--- src/pkg/gdc_pkg.sv ---
/*
 * Constants and carrier types for the gamma-select and display-enable
 * command decoder of the panel driver's host interface.
 * Assumes a single 10 MHz system clock and a host bus that is
 * asynchronous to it, sampled through three-stage synchronisers.
 */
// Summary of operation
// - gamma select opcode 26h is a command cycle; next data cycle is its parameter
// - parameter taken with select high and read strobe high; upper byte ignored
// - parameter is one-hot: 01h, 02h, 04h, 08h pick curves one to four
// - at most four fixed curves, exactly one active at all times
// - any other parameter value is invalid; previous curve is kept
// - every reset restores the curve-one code 01h
// - display-off opcode 28h blanks the panel instead of showing frame memory
// - display-off is a command cycle with no parameter
// - display on/off touch nothing else: no memory or mode change; both still drop a pending gamma parameter
// - blanking switches without visible artefact
// - display-off while already off does nothing
// - display-on opcode 29h routes frame memory to the panel again
// - display-on while already on does nothing
// - every reset starts with the display output disabled
// - all three commands are accepted in every operating state
package gdc_pkg;

    // ------------------------------------------------------------------
    // opcodes and field layout
    // ------------------------------------------------------------------
    localparam logic [7:0] GAMMA_CURVE_SELECT_CMD      = 8'h26;
    localparam logic [7:0] DISPLAY_OUTPUT_DISABLE_CMD  = 8'h28;
    localparam logic [7:0] DISPLAY_OUTPUT_ENABLE_CMD   = 8'h29;
    localparam int         BUS_WIDTH                   = 16;
    localparam int         PARAM_LSB                   = 0;
    localparam int         PARAM_MSB                   = 7;

    // ------------------------------------------------------------------
    // curve codes and reset values
    // ------------------------------------------------------------------
    localparam logic [7:0] CURVE1_BIT        = 8'h01;
    localparam logic [7:0] CURVE2_BIT        = 8'h02;
    localparam logic [7:0] CURVE3_BIT        = 8'h04;
    localparam logic [7:0] CURVE4_BIT        = 8'h08;
    localparam logic [7:0] CURVE_SELECT_RST  = CURVE1_BIT;
    localparam logic       DISPLAY_EN_RST    = 1'b0;
    localparam logic       STROBE_IDLE_RST   = 1'b1;
    localparam logic       SELECT_RST        = 1'b1;

    // ------------------------------------------------------------------
    // carrier types
    // ------------------------------------------------------------------
    typedef struct packed {
        logic                 dataCommandSelect;
        logic                 readStrobeN;
        logic [BUS_WIDTH-1:0] data;
    } gdc_bus_t;

    typedef struct packed {
        logic       displayEnable;
        logic [1:0] curveIndex;
        logic [7:0] curveSelectParam;
    } gdc_out_t;

    typedef enum logic {
        GDC_IDLE,
        GDC_WAIT_PARAM
    } gdc_state_t;

endpackage

--- src/verilog/gdc_cmd_decoder.sv ---
/*
 * Command decoder for gamma curve select, display output disable and
 * display output enable. Holds the active curve and display state.
 * Assumes host strobes and data are asynchronous; data must stay put
 * for at least four system clocks after the write strobe rises.
 * frameStart is a one-cycle pulse from panel timing on sys_clk.
 */
`timescale 1ns/1ps
module gdc_cmd_decoder (
    // clock and reset
    input  logic              sys_clk,
    input  logic              rstn,
    // host bus pins
    input  logic              writeStrobeN,
    input  gdc_pkg::gdc_bus_t hostBus,
    // same-domain controls
    input  logic              softReset,
    input  logic              frameStart,
    // downstream gamma and panel-output logic
    output gdc_pkg::gdc_out_t panelCtrl
);
    import gdc_pkg::*;

    // ------------------------------------------------------------------
    // reset release
    // ------------------------------------------------------------------
    logic [1:0] rstPipe_r;
    logic       rstSyncN;

    // async assert, two-flop release
    always_ff @(posedge sys_clk or negedge rstn) begin
        if (!rstn) begin
            rstPipe_r <= 2'b00;
        end else begin
            rstPipe_r <= {rstPipe_r[0], 1'b1};
        end
    end
    assign rstSyncN = rstPipe_r[1];

    // ------------------------------------------------------------------
    // pin synchronisers
    // ------------------------------------------------------------------
    logic     wrS1_r, wrS2_r, wrS3_r, wrLevel_r;
    logic     wrS1_nxt, wrS2_nxt, wrS3_nxt, wrLevel_nxt;
    gdc_bus_t busS1_r, busS2_r, busS3_r;
    gdc_bus_t busS1_nxt, busS2_nxt, busS3_nxt;
    logic     wrRise;

    // a change counts only once stages two and three agree
    always_comb begin
        wrS1_nxt    = writeStrobeN;
        wrS2_nxt    = wrS1_r;
        wrS3_nxt    = wrS2_r;
        busS1_nxt   = hostBus;
        busS2_nxt   = busS1_r;
        busS3_nxt   = busS2_r;
        wrLevel_nxt = (wrS2_r == wrS3_r) ? wrS3_r : wrLevel_r;
    end

    always_ff @(posedge sys_clk or negedge rstSyncN) begin
        if (!rstSyncN) begin
            wrS1_r    <= STROBE_IDLE_RST;
            wrS2_r    <= STROBE_IDLE_RST;
            wrS3_r    <= STROBE_IDLE_RST;
            wrLevel_r <= STROBE_IDLE_RST;
            busS1_r   <= '0;
            busS2_r   <= '0;
            busS3_r   <= '0;
        end else begin
            wrS1_r    <= wrS1_nxt;
            wrS2_r    <= wrS2_nxt;
            wrS3_r    <= wrS3_nxt;
            wrLevel_r <= wrLevel_nxt;
            busS1_r   <= busS1_nxt;
            busS2_r   <= busS2_nxt;
            busS3_r   <= busS3_nxt;
        end
    end

    // rising write strobe, one cycle
    assign wrRise = !wrLevel_r && wrLevel_nxt;

    // ------------------------------------------------------------------
    // cycle classification
    // ------------------------------------------------------------------
    logic       cmdWrite;
    logic       paramWrite;
    logic [7:0] lowByte;

    // upper byte is never looked at
    assign lowByte    = busS3_r.data[PARAM_MSB:PARAM_LSB];
    assign cmdWrite   = wrRise && !busS3_r.dataCommandSelect;
    assign paramWrite = wrRise && busS3_r.dataCommandSelect && busS3_r.readStrobeN;

    // one-hot decode, also used to judge validity
    function automatic logic [2:0] curve_decode(input logic [7:0] code);
        case (code)
            CURVE1_BIT: curve_decode = 3'b100;
            CURVE2_BIT: curve_decode = 3'b101;
            CURVE3_BIT: curve_decode = 3'b110;
            CURVE4_BIT: curve_decode = 3'b111;
            default:    curve_decode = 3'b000;
        endcase
    endfunction

    // ------------------------------------------------------------------
    // command state and stored settings
    // ------------------------------------------------------------------
    gdc_state_t state_r, state_nxt;
    logic [7:0] curveCode_r, curveCode_nxt;
    logic       dispReq_r, dispReq_nxt;
    logic       display_output_enable_cmd_r, display_output_enable_cmd_nxt;
    logic [2:0] paramDec;

    assign paramDec = curve_decode(lowByte);

    // no operating-mode input gates any of this: all commands always accepted
    always_comb begin
        state_nxt     = state_r;
        curveCode_nxt = curveCode_r;
        dispReq_nxt   = dispReq_r;
        display_output_enable_cmd_nxt    = display_output_enable_cmd_r;
        if (cmdWrite) begin
            // any command other than 26h drops a pending parameter; a repeat 26h keeps waiting
            state_nxt = GDC_IDLE;
            case (busS3_r.data[PARAM_MSB:PARAM_LSB])
                GAMMA_CURVE_SELECT_CMD: begin
                    state_nxt = GDC_WAIT_PARAM;
                end
                DISPLAY_OUTPUT_DISABLE_CMD: begin
                    dispReq_nxt = 1'b0;
                end
                DISPLAY_OUTPUT_ENABLE_CMD: begin
                    dispReq_nxt = 1'b1;
                end
                default: begin
                    state_nxt = GDC_IDLE;
                end
            endcase
        end else if (paramWrite && state_r == GDC_WAIT_PARAM) begin
            state_nxt = GDC_IDLE;
            // invalid codes leave the active curve alone
            if (paramDec[2]) begin
                curveCode_nxt = lowByte;
            end
        end
        // panel output enable changes only at frameStart or on software reset, so display on/off never tears a frame; a new curve applies at once
        if (frameStart) begin
            display_output_enable_cmd_nxt = dispReq_r;
        end
        // software reset restores the same state and settings as a hardware reset; it does not clear the pin synchronisers
        if (softReset) begin
            state_nxt     = GDC_IDLE;
            curveCode_nxt = CURVE_SELECT_RST;
            dispReq_nxt   = DISPLAY_EN_RST;
            display_output_enable_cmd_nxt    = DISPLAY_EN_RST;
        end
    end

    always_ff @(posedge sys_clk or negedge rstSyncN) begin
        if (!rstSyncN) begin
            state_r     <= GDC_IDLE;
            curveCode_r <= CURVE_SELECT_RST;
            dispReq_r   <= DISPLAY_EN_RST;
            display_output_enable_cmd_r    <= DISPLAY_EN_RST;
        end else begin
            state_r     <= state_nxt;
            curveCode_r <= curveCode_nxt;
            dispReq_r   <= dispReq_nxt;
            display_output_enable_cmd_r    <= display_output_enable_cmd_nxt;
        end
    end

    // ------------------------------------------------------------------
    // outputs
    // ------------------------------------------------------------------
    logic [2:0] storedDec;

    // stored code is always one-hot, so the index is always defined
    assign storedDec                  = curve_decode(curveCode_r);
    assign panelCtrl.displayEnable    = display_output_enable_cmd_r;
    assign panelCtrl.curveIndex       = storedDec[1:0];
    assign panelCtrl.curveSelectParam = curveCode_r;
endmodule

--- config.mk ---
export PLATFORM = sky130hd
export DESIGN_NAME = gdc_cmd_decoder
export DESIGN_NICKNAME = d
export VERILOG_FILES = /design/src/pkg/gdc_pkg.sv /design/src/verilog/gdc_cmd_decoder.sv
export SDC_FILE = /design/constraint.sdc
export NUM_CORES = 1
export LEC_CHECK = 0
export ABC_AREA = 1
export BUFFER_PORTS_ARGS = -buffer_cell sky130_fd_sc_hd__buf_2
export CAP_MARGIN = 20
export CORE_UTILIZATION = 45
export DETAILED_ROUTE_END_ITERATION = 10
export GPL_TIMING_DRIVEN = 0
export PLACE_DENSITY = 0.76
export REMOVE_ABC_BUFFERS = 1
export SLEW_MARGIN = 20
export SYNTH_ARGS = -nofsm -noshare
export SYNTH_HDL_FRONTEND = slang
export SYNTH_SLANG_ARGS = --single-unit
--- constraint.sdc ---
create_clock -name sys_clk -period 1.58 [get_ports sys_clk]
set_input_delay 0.158 -clock sys_clk [delete_from_list [all_inputs] [get_ports sys_clk]]
set_output_delay 0.158 -clock sys_clk [all_outputs]
set_load 0.05 [all_outputs]
==> impl_results.md, run 1 <==
* Initial Util at 47.2%
* Die height at 61.4 microns
* DRC viols at 0
* Mapped cell area at 1590 sq um
* Max-Cap Viols at 0
* CTS Root Cell: clkbuf_4
* Final worst-path cycle share at 103%
* Synthesis-to-layout area growth at 26.9%
* Fillers at 287
* WP data arrival at 1470 ps
* Clk buf depth at 2
* Final setup vio count at 2
* Yosys cell types at 19
* Net Switching at about 0.00045 W
* Post-synth EDFFs at 0
* Full die area at 3770 sq um
* Rows at 21
* Worst Setup Start Kind: flip-flop
* Worst setup EP type: output pin
* Ys flop type: dfrtp_1
* Flop pwr share at 61.5%
* Worst Path Max Fanout at 3
* CP bufs+invs at 1
* Area share of the largest cell type after synthesis at 66.2%
* Outcome: finished, violations left
* Synthesis warning total at 0
* Clock Skews at 7.93 ps
* Gr ovfl total at 0
* Cell area after layout at 2010 sq um
* Async S/R FF share, synth at 100%
* Clock slew at reported path FFs at 130 ps
* Largest net degree at the start of global routing at 36
* DRT antenna net count at 0
* Slowest-stage cell, CP: dfrtp_1
* Port-buffer cells at 25
* H-Tree Depth at 2
* Gp weighted congestion at 0.804
* Internal power at 0.00165 W
* Number of synthesized register bits at 47
* RSZ-0062 raised after global routing: yes
* Multi-input gate area at 348 sq um
* Post-DP Area at 1770 sq um
* Post-synthesis sequential area ratio at between 70 and 80%
* Placed cell count at just over 200
* Peak supply drop at 0.711 mV
* P_leak at 1.00 nW
* Syn Inst Count at around 130
* Share of cells above drive strength 1 at 27.5%
* Initial drt markers at 19
* CTS sink cnt at 47
* Count leader, synth: dfrtp_1
* Final min period at about 1600 ps
* Clock power frac at ~33%
* Syn avg cell area at roughly 12 sq um
* CP Data Required Time at 1420 ps
* Worst hold path type: input port to flip-flop
* Initial antenna violation count at 0
* Sw frac at 21.3%
* Die width at 61.4 microns
* Highest Clock Rate at 614 MHz
* Final hold vios at 0
* CTS buffer count at 5
* Total I/O pin count at 34
* Hold slack at 63.1 ps
* Slew Viols, Final at 0
* CP Class: flip-flop to output pin
* Min setup slack post-route at -48.8 ps
* DR vias/cell at 4.53
* Register area at about 1200 sq um
* Largest area contributor in the netlist: dfrtp_1
* CP delay by family, top: simple AND/OR/NAND/NOR gates
* Final nets at 200
* Violated checks: negative setup slack
* Synth area leaders: dfrtp_1 (66%), dfstp_2 (8.3%), nand2_1 (6.2%)
* Vias in the first global route at 967
* Combinational group share of total power at 5.5%
* Clk_lat worst skew at approximately 350 ps
* Commonest cells in the netlist: dfrtp_1 (42), nand2_1 (26), inv_1 (14), nor2_1 (14), nand3_1 (7)
* Critical Path Most Common Cell: nand2_1
* Fin cells at ~220
* Detailed placement HPWL at around 1.6 mm
* Final wirelength at 2.35 mm
* DR vias at slightly above 1000
* Global-route wire length before repair at 4.04 mm
* N_diodes at 0
* Gr usage total at between 15 and 20%
* WL/cell at between 10 and 15 microns
* Pre-antenna DRT Iters at 4
* P per Cell Area at 1040 nW/um^2
* Core Footprint at 3360 sq um
* Crit-path max cell delay at 430 ps
* Critical path cell sequence: nor4_4 > nand2_1 > nand2_1 > buf_6
* CTS tree: done
## flip-flops by register name (all words and copies together), names as in the netlist
name / cells
curveCode_r: 8
wrS1_r: 1
wrS2_r: 1
rstPipe_r: 2
wrLevel_r: 1
busS1_r: 10
busS3_r: 10
display_output_enable_cmd_r: 1
busS2_r: 10
dispReq_r: 1
wrS3_r: 1
state_r: 1
## placed cells by master (no fill, tap or decap)
| master | netlist | layout |
|---|---|---|
| buf_12 | 0 | 1 |
| buf_4 | 1 | 2 |
| clkbuf_1 | 0 | 1 |
| nor4_4 | 0 | 1 |
| nand2_2 | 3 | 3 |
| conb_1 | 1 | 1 |
| dlygate4sd3_1 | 0 | 12 |
| nand3_1 | 7 | 7 |
| nand4_1 | 5 | 5 |
| nand3b_1 | 1 | 1 |
| nor2_4 | 1 | 1 |
| maj3_1 | 1 | 1 |
| inv_1 | 14 | 14 |
| nor2_2 | 1 | 1 |
| buf_6 | 1 | 2 |
| clkinvlp_4 | 0 | 1 |
| dfrtp_2 | 0 | 1 |
| clkbuf_4 | 0 | 5 |
| nor2_1 | 14 | 14 |
| dfrtp_1 | 42 | 41 |
| nand2_1 | 26 | 26 |
| nand2_4 | 2 | 2 |
| dfstp_2 | 5 | 5 |
| nor3_1 | 3 | 3 |
| bufinv_16 | 0 | 1 |
| buf_2 | 0 | 23 |
| o21ai_0 | 3 | 3 |
## per-stage QoR
step | utilization (%) | setup WS, ps | setup TNS (ps) | power (W)
6_report | 59.9 | -48.8 | -86.6 | 0.00209
3_5_place_dp | 52.7 | 129 | 0 | 0.00140
5_1_grt | 59.9 | -174 | -334 | 0.00220
4_1_cts | 59.9 | -30.1 | -59.6 | 0.00211
2_1_floorplan | - | -56.2 | -112 | 0.00136
3_3_place_gp | 52.0 | -137 | -5430 | 0.00139
## power groups by stage
stage | logic (W) | clock network (W) | registers [W]
after CTS | 0.000116 | 0.000710 | 0.00129
after global placement | 0.0000689 | 0 | 0.00132
after global routing | 0.000129 | 0.000771 | 0.00130
final | 0.000115 | 0.000689 | 0.00129
after detailed placement | 0.0000937 | 0 | 0.00131
after floorplan | 0.0000368 | 0 | 0.00132
## area by class of cell
| cell class | instances | area share, % |
|---|---|---|
| Inverter | 14 | 2.61 |
| Clock buffer | 6 | 2.05 |
| Clock inverter | 2 | 1.86 |
| Multi-Input combinational cell | 69 | 17.3 |
| Sequential cell | 47 | 58.8 |
| Timing Repair Buffer | 40 | 14.5 |
| Tap cell | 46 | 2.86 |
## routing by layer
layer / track usage [%] / vias to the layer above / wire [microns]
li1: - / 504 / -
met2: 25.5 / 31 / 1150
met4: 6.67 / 0 / 41
met1: 17.8 / 473 / 1040
met3: 6.51 / 7 / 117
met5: 0 / - / 0
## worst min-delay path, delay by kind of cell
kind	cells	cell delay [ps]
AO/OA/AOI/OAI	1	60
buffers and inverters	1	80
AND/OR/NAND/NOR	2	80
## path summary, 6_finish.rpt
check,depth (start not counted),startpoint,to,slack [ps]
worst max-delay path,4,curveCode_r[5],panelCtrl[9],-50
worst min-delay path,4,frameStart,display_output_enable_cmd_r,60
worst max register to register,7,wrS2_r,curveCode_r[3],240
worst min register to register,0,rstPipe_r[1],curveCode_r[6],140
max in group asynchronous,1,rstPipe_r[1],wrLevel_r,910
min in group asynchronous,2,rstn,rstPipe_r[1],100
## cell families after synthesis
family                     count (synthesis)  share of synthesized area [%]
and+or+nand+nor                           64                           19.2
DFF                                       47                           74.5
buffers and inverters                     16                           4.50
AOI/OAI and AO/OA                          3                          0.946
adders and majority gates                  1                          0.631
other                                      1                          0.236
## what timing repair did
action | in CTS | in global routing
setup endpoints to repair | 2 | 2
resized for setup | 6 | 0
hold buffers | 12 | 0
setup buffers | 2 | 0
hold endpoints to repair | 13 | 0
No activity file was read; power rests on OpenSTA's default activity.
==> run 2, diff against run 1 <==
- ABC_AREA: 1 -> default
==> run 2 against run 1 <==
  * The flow now finishes without violations
  * Fmax increased by 6.5%
  * Clock power increased by 3.2%
  * Sequential share of layout area fell by 0.11 points
  * Combinational power fell by 21%
  * Synthesized area fell by 4.3%
==> impl_results.md, run 2 <==
* Outcome: complete, no violations
* Slew of the pin with the lowest slew margin at 520 ps
* CP Data Required Time at 1860 ps (+440 ps)
* DRC viols at 0 (unchanged)
* Commonest non-fill, non-tap cell in the layout: dfrtp_1
* Largest area contributor in the netlist: dfrtp_1
* Worst slew margin at between 60% and 70%
* Gr usage total at 14.4% (-1.1 points)
* Core Footprint at 3130 sq um (-7.0%)
* R2r setup slk at 50 ps (-190 ps)
* Gp weighted congestion at 0.717 (-11%)
* Worst Path Max Fanout at 8 (+5)
* CTS Root Cell: clkbuf_4
* WP data arrival at 1810 ps (+340 ps)
* Post-synth EDFFs at 0 (unchanged)
* Die height at 60.1 microns (-2.1%)
* Clk_lat worst skew at 340 ps (about the same)
* Count leader, synth: dfrtp_1
* Reg-to-reg critical path endpoint: curveCode_r[3]
* CTS sink cnt at 47 (unchanged)
* Final hold vios at 0 (unchanged)
* Vias in the first global route at 888 (-8.2%)
* DR vias at 866 (-15%)
* Share of cells above drive strength 1 at 37.8% (+10 points)
* Fillers at 240 (-16%)
* Post-Place Setup Slack at -36.7 ps (-165 ps)
* Port-buffer cells at 25 (unchanged)
* Yosys cell types at 23 (+4)
* Synthesis-to-layout area growth at 32.8%
* Die width at 60.1 microns (-2.1%)
* CTS tree: done
* P_leak at 0.917 nW (-8.4%)
* Gr ovfl total at 0 (unchanged)
* CP Class: flip-flop to flip-flop
* DR vias/cell at 4.63 (+2.2%)
* WHS Endpoint: display_output_enable_cmd_r
* WL/cell at 11.1 microns (+5.7%)
* Largest net degree at the start of global routing at 32 (-11%)
* Final nets at 165 (-18%)
* DRT antenna net count at 0 (unchanged)
* Clock slew at reported path FFs at 120 ps (about the same)
* Highest Clock Rate at 654 MHz (+6.5%)
* Detailed placement HPWL at 1.37 mm (-13%)
* Final min period at 1530 ps (-98.8 ps)
* Global-route wire length before repair at 3.56 mm (-12%)
* Synth area leaders: dfrtp_1 (69%), dfstp_2 (8.6%), mux2i_1 (4.0%)
* P per Cell Area at 1030 nW/um^2 (-0.36%)
* Number of synthesized register bits at 47 (unchanged)
* Min setup slack post-route at 50.0 ps (+98.8 ps)
* Register area at 1180 sq um (unchanged)
* Multi-input gate area at 364 sq um (+4.7%)
* Initial antenna violation count at 0 (unchanged)
* Worst setup EP type: flip-flop
* Worst R2R Start: wrS3_r
* H-Tree Depth at 2 (unchanged)
* Mapped cell area at 1520 sq um (-4.3%)
* Total I/O pin count at 34 (unchanged)
* Rows at 20 (-4.8%)
* Post-synthesis sequential area ratio at 77.8% (+3.3 points)
* Peak supply drop at 0.743 mV (+4.5%)
* Initial Util at 48.6% (+1.4 points)
* Final worst-path cycle share at 96.8% (-6.3 points)
* Clk buf depth at 2 (unchanged)
* Most frequent cells in the layout: dfrtp_1 (41), buf_2 (23), dlygate4sd3_1 (12)
* N_diodes at 0 (unchanged)
* Pre-antenna DRT Iters at 3 (-1)
* Hold path cells at 3 (-1)
* Final setup vio count at 0 (-2)
* Syn avg cell area at 16.2 sq um (+34%)
* Commonest cells in the netlist: dfrtp_1 (42), mux2i_1 (6), nand2b_1 (6), nor2_1 (6), dfstp_2 (5)
* Synthesis warning total at 0 (unchanged)
* Initial drt markers at 11 (-8)
* Async S/R FF share, synth at 100% (unchanged)
* Final wirelength at 2.07 mm (-12%)
* Hold slack at 73.1 ps (+10.1 ps)
* Ys flop type: dfrtp_1
* Area share of the largest cell type after synthesis at 69.2% (+2.9 points)
* Reg2Reg Depth at 5 (-2)
* Syn Inst Count at 94 (-29%)
* Regs by FF count: busS1_r (10), busS2_r (10), busS3_r (10)
* Worst hold path type: input port to flip-flop
* Clock Skews at 7.77 ps (-0.160 ps)
* Worst Setup Start Kind: flip-flop
* CTS buffer count at 5 (unchanged)
* Max-Cap Viols at 0 (unchanged)
* Slew Viols, Final at 0 (unchanged)
* Full die area at 3610 sq um (-4.1%)
* RSZ-0062 raised after global routing: yes
* Hold path start: frameStart
run 2: metal layers:
layer  vias up  GRT usage [%]  share of wire (%)
met3         6           6.49                4.8
li1        416              -                  -
met1       413           13.4                 41
met2        31           26.1                 52
met4         0           6.98                1.9
met5         -              0                  0
run 2: what timing repair did:
item,in CTS,in global routing
pin swaps,1,5
hold endpoints to repair,13,0
setup buffers,3,2
endpoints found under the setup margin,6,11
hold buffers,12,0
resized for setup,3,8
run 2: stage by stage:
stage / total power, W / instances / util [%] / setup TNS, ps / instance area [sq um]
floorplan: 0.00133 / 92 / - / -1070 / 1510
detailed placement: 0.00137 / 162 / 54.6 / -81.8 / 1710
finish: 0.00209 / 187 / 64.5 / 0 / 2020
global route: 0.00219 / 187 / 64.5 / -116 / 2020
CTS: 0.00212 / 185 / 62.7 / -38.8 / 1960
global placement: 0.00136 / 161 / 54.0 / -4000 / 1690
run 2: critical path: stages, from the launching register on:
cell	delay [ps]
dfstp_2	550
and3b_1	150
nand4_1	170
nor3_4	250
buf_12	150
mux2i_1	180
run 2: worst max-delay path by stage:
| stage | from | end | slack [ps] | cells past startpoint |
|---|---|---|---|---|
| after floorplan | curveCode_r[5] | panelCtrl[8] | -540 | 3 |
| after detailed placement | wrS2_r | curveCode_r[2] | -40 | 4 |
| final | wrS3_r | curveCode_r[3] | 50 | 5 |
| after CTS | curveCode_r[5] | panelCtrl[8] | -30 | 4 |
| after global placement | rstPipe_r[1] | display_output_enable_cmd_r | -100 | 0 |
| after global routing | wrS3_r | curveCode_r[2] | -30 | 5 |
run 2: cell families after synthesis:
kind of cell / after synthesis / share of synthesized area, %
flip-flops: 47 / 77.8
AND/OR/NAND/NOR: 32 / 14.0
multiplexers: 6 / 3.95
XOR/XNOR: 3 / 1.73
AO/OA/AOI/OAI: 2 / 0.824
buffers and inverters: 2 / 0.741
adder cells (fa/ha/maj): 1 / 0.659
other: 1 / 0.247
run 2: where the power goes:
part / switching, W / internal [W]
Sequential: 0.0000304 / 0.00126
Clock: 0.000337 / 0.000374
Combinational: 0.0000365 / 0.0000540
Total: 0.000404 / 0.00168
run 2: final cells by class:
class	instances	area share (%)
flip-flops and latches	47	58.7
multi-input cells	45	18.1
repair buffers	43	16.3
well taps	44	2.73
clock buffers	6	2.54
clock inverters	2	1.74
==> run 3, diff against run 2 <==
- ABC_AREA: default -> 1
- clock period: 1.58 -> 1.85 ns (I/O delays scaled with it)
==> run 3 against run 2 <==
  * Power decreased by 14%
  * Die area is 4.3% higher
  * Sequential power is 15% lower
  * Register-to-register slack improved by 450 ps
  * Cell area shrank 1.3%
  * Global-route usage up 0.79 points
  * Critical path depth down 1
  * First-iteration DRC count up 36%
  * Via count up 15%
  * Worst hold slack gained 16 ps
==> impl_results.md, run 3 (same netlist as run 1, synthesis figures left out) <==
* Reg2Reg Depth at 7 (+2)
* Gr ovfl total at 0 (unchanged)
* WHS Endpoint: display_output_enable_cmd_r
* Clk buf depth at 2 (unchanged)
* CP Data Required Time at 1660 ps (-200 ps)
* Pre-antenna DRT Iters at 4 (+1)
* Crit-path max cell delay at 440 ps (-110 ps)
* Detailed placement HPWL at 1.58 mm (+15%)
* Final hold vios at 0 (unchanged)
* Multi-input gate area at 348 sq um (-4.5%)
* Most frequent cells in the layout: dfrtp_1 (41), nand2_1 (26), buf_2 (23)
* Final nets at 198 (+20%)
* N_diodes at 0 (unchanged)
* Regs by FF count: busS1_r (10), busS2_r (10), busS3_r (10)
* Commonest non-fill, non-tap cell in the layout: dfrtp_1
* CTS Root Cell: clkbuf_4
* Outcome: complete, no violations
* Max-Cap Viols at 0 (unchanged)
* DRC viols at 0 (unchanged)
* Peak supply drop at 0.607 mV (-18%)
* Full die area at 3770 sq um (+4.3%)
* Port-buffer cells at 25 (unchanged)
* CTS sink cnt at 47 (unchanged)
* WL/cell at 10.3 microns (-6.7%)
* Highest Clock Rate at 590 MHz
* Critical path cell sequence: nor4_4 > nand2_1 > nand2_1 > clkbuf_4
* Core Footprint at 3360 sq um (+7.5%)
* Die height at 61.4 microns (+2.1%)
* Worst setup EP type: output pin
* DR vias at 999 (+15%)
* CTS tree: done
* Worst Path Max Fanout at 3 (-5)
* Final setup vio count at 0 (unchanged)
* CP Class: flip-flop to output pin
* Critical Path Most Common Cell: nand2_1
* Final worst-path cycle share at 91.5%
* Min setup slack post-route at 156 ps (+106 ps)
* Final wirelength at 2.30 mm (+11%)
* Clock Skews at 7.17 ps (-0.609 ps)
* DRT antenna net count at 0 (unchanged)
* P_leak at 0.988 nW (+7.7%)
* Hold path cells at 4 (+1)
* Overall Power at 0.00179 W (-14%)
* Register area at 1180 sq um (unchanged)
* Clock slew at reported path FFs at 130 ps (about the same)
* Post-Place Setup Slack at 372 ps (+408 ps)
* Worst Setup Start Kind: flip-flop
* Clk_lat worst skew at 350 ps (about the same)
* Final min period at 1690 ps
* Initial antenna violation count at 0 (unchanged)
* Largest net degree at the start of global routing at 36 (+13%)
* Worst hold path type: input port to flip-flop
* Global-route wire length before repair at 3.97 mm (+12%)
* Initial drt markers at 15 (+4)
* Gp weighted congestion at 0.804 (+12%)
* Hold path start: frameStart
* Synthesis-to-layout area growth at 25.5%
* Reg-to-reg critical path endpoint: curveCode_r[2]
* CTS buffer count at 5 (unchanged)
* RSZ-0062 raised after global routing: no
* Slew Viols, Final at 0 (unchanged)
* Gr usage total at 15.2% (+0.79 points)
* Slowest-stage cell, CP: dfrtp_1
* WP data arrival at 1510 ps (-300 ps)
* Setup TNS at 0 ps (unchanged)
* Vias in the first global route at 964 (+8.6%)
* P per Cell Area at 897 nW/um^2 (-13%)
* R2r setup slk at 500 ps (+450 ps)
* Initial Util at 47.2% (-1.4 points)
* Worst R2R Start: wrS2_r
* Rows at 21 (+5.0%)
* Die width at 61.4 microns (+2.1%)
* Fillers at 286 (+19%)
* DR vias/cell at 4.50 (-2.8%)
* H-Tree Depth at 2 (unchanged)
* Total I/O pin count at 34 (unchanged)
* Share of cells above drive strength 1 at 26.7% (-11 points)
## run 3: cell types whose count changed in the layout (fill, tap and decap cells not counted), sizes merged, moves of 4 or more
cell	delta
nand2	+30
inv	+14
nor2	+10
buf	-7
nand3	+7
mux2i	-6
nand2b	-6
nor3b	-4
## run 3: worst max path at each step
| stage | from | slack (ps) | endpoint |
|---|---|---|---|
| finish | curveCode_r[5] | 160 | panelCtrl[8] |
| global route | curveCode_r[5] | 60 | panelCtrl[8] |
| CTS | curveCode_r[5] | 70 | panelCtrl[8] |
| detailed placement | curveCode_r[5] | 370 | panelCtrl[8] |
| global placement | rstPipe_r[1] | 130 | busS3_r[16] |
| floorplan | curveCode_r[5] | 190 | panelCtrl[8] |
## run 3: cell type report
type | instances | area share [%]
Tap cell | 46 | 2.89
Clock buffer | 6 | 2.07
Multi-Input combinational cell | 69 | 17.5
Timing Repair Buffer | 38 | 13.6
Inverter | 14 | 2.64
Clock inverter | 2 | 1.89
Sequential cell | 47 | 59.5
## run 3: worst max-delay path, delay by kind of cell, from the launching register on
| family | cells | cell delay, ps |
|---|---|---|
| AND/OR/NAND/NOR | 3 | 500 |
| buffers and inverters | 1 | 220 |
| flip-flops | 1 | 440 |
## run 3: what timing repair did
item,4_1_cts,5_1_grt
resized for setup,1,3
hold buffers,12,0
pin swaps,0,0
buffers inserted,0,0
endpoints found under the hold margin,13,0
endpoints found under the setup margin,2,2
## run 3: metrics by stage
step | std cells | cell area, sq um | hold WS, ps | utilization (%)
2_1_floorplan | 130 | 1570 | -111 | -
3_5_place_dp | 202 | 1770 | -27.0 | 52.7
4_1_cts | 222 | 1980 | 70.8 | 58.8
3_3_place_gp | 201 | 1750 | -29.8 | 52.0
6_report | 222 | 1990 | 89.2 | 59.2
5_1_grt | 222 | 1990 | 109 | 59.2
## run 3: where the power goes
part | leakage, nW | internal [W] | switching (W)
clock network | 0.0385 | 0.000285 | 0.000303
registers | 0.564 | 0.00108 | 0.0000230
logic | 0.386 | 0.0000446 | 0.0000535
## run 3: per-layer routing
layer  share of wire [%]  global-route usage [%]
met5                   0                       0
met4                 1.8                    6.67
met3                 5.1                    6.51
met2                  48                    24.8
met1                  45                    17.5
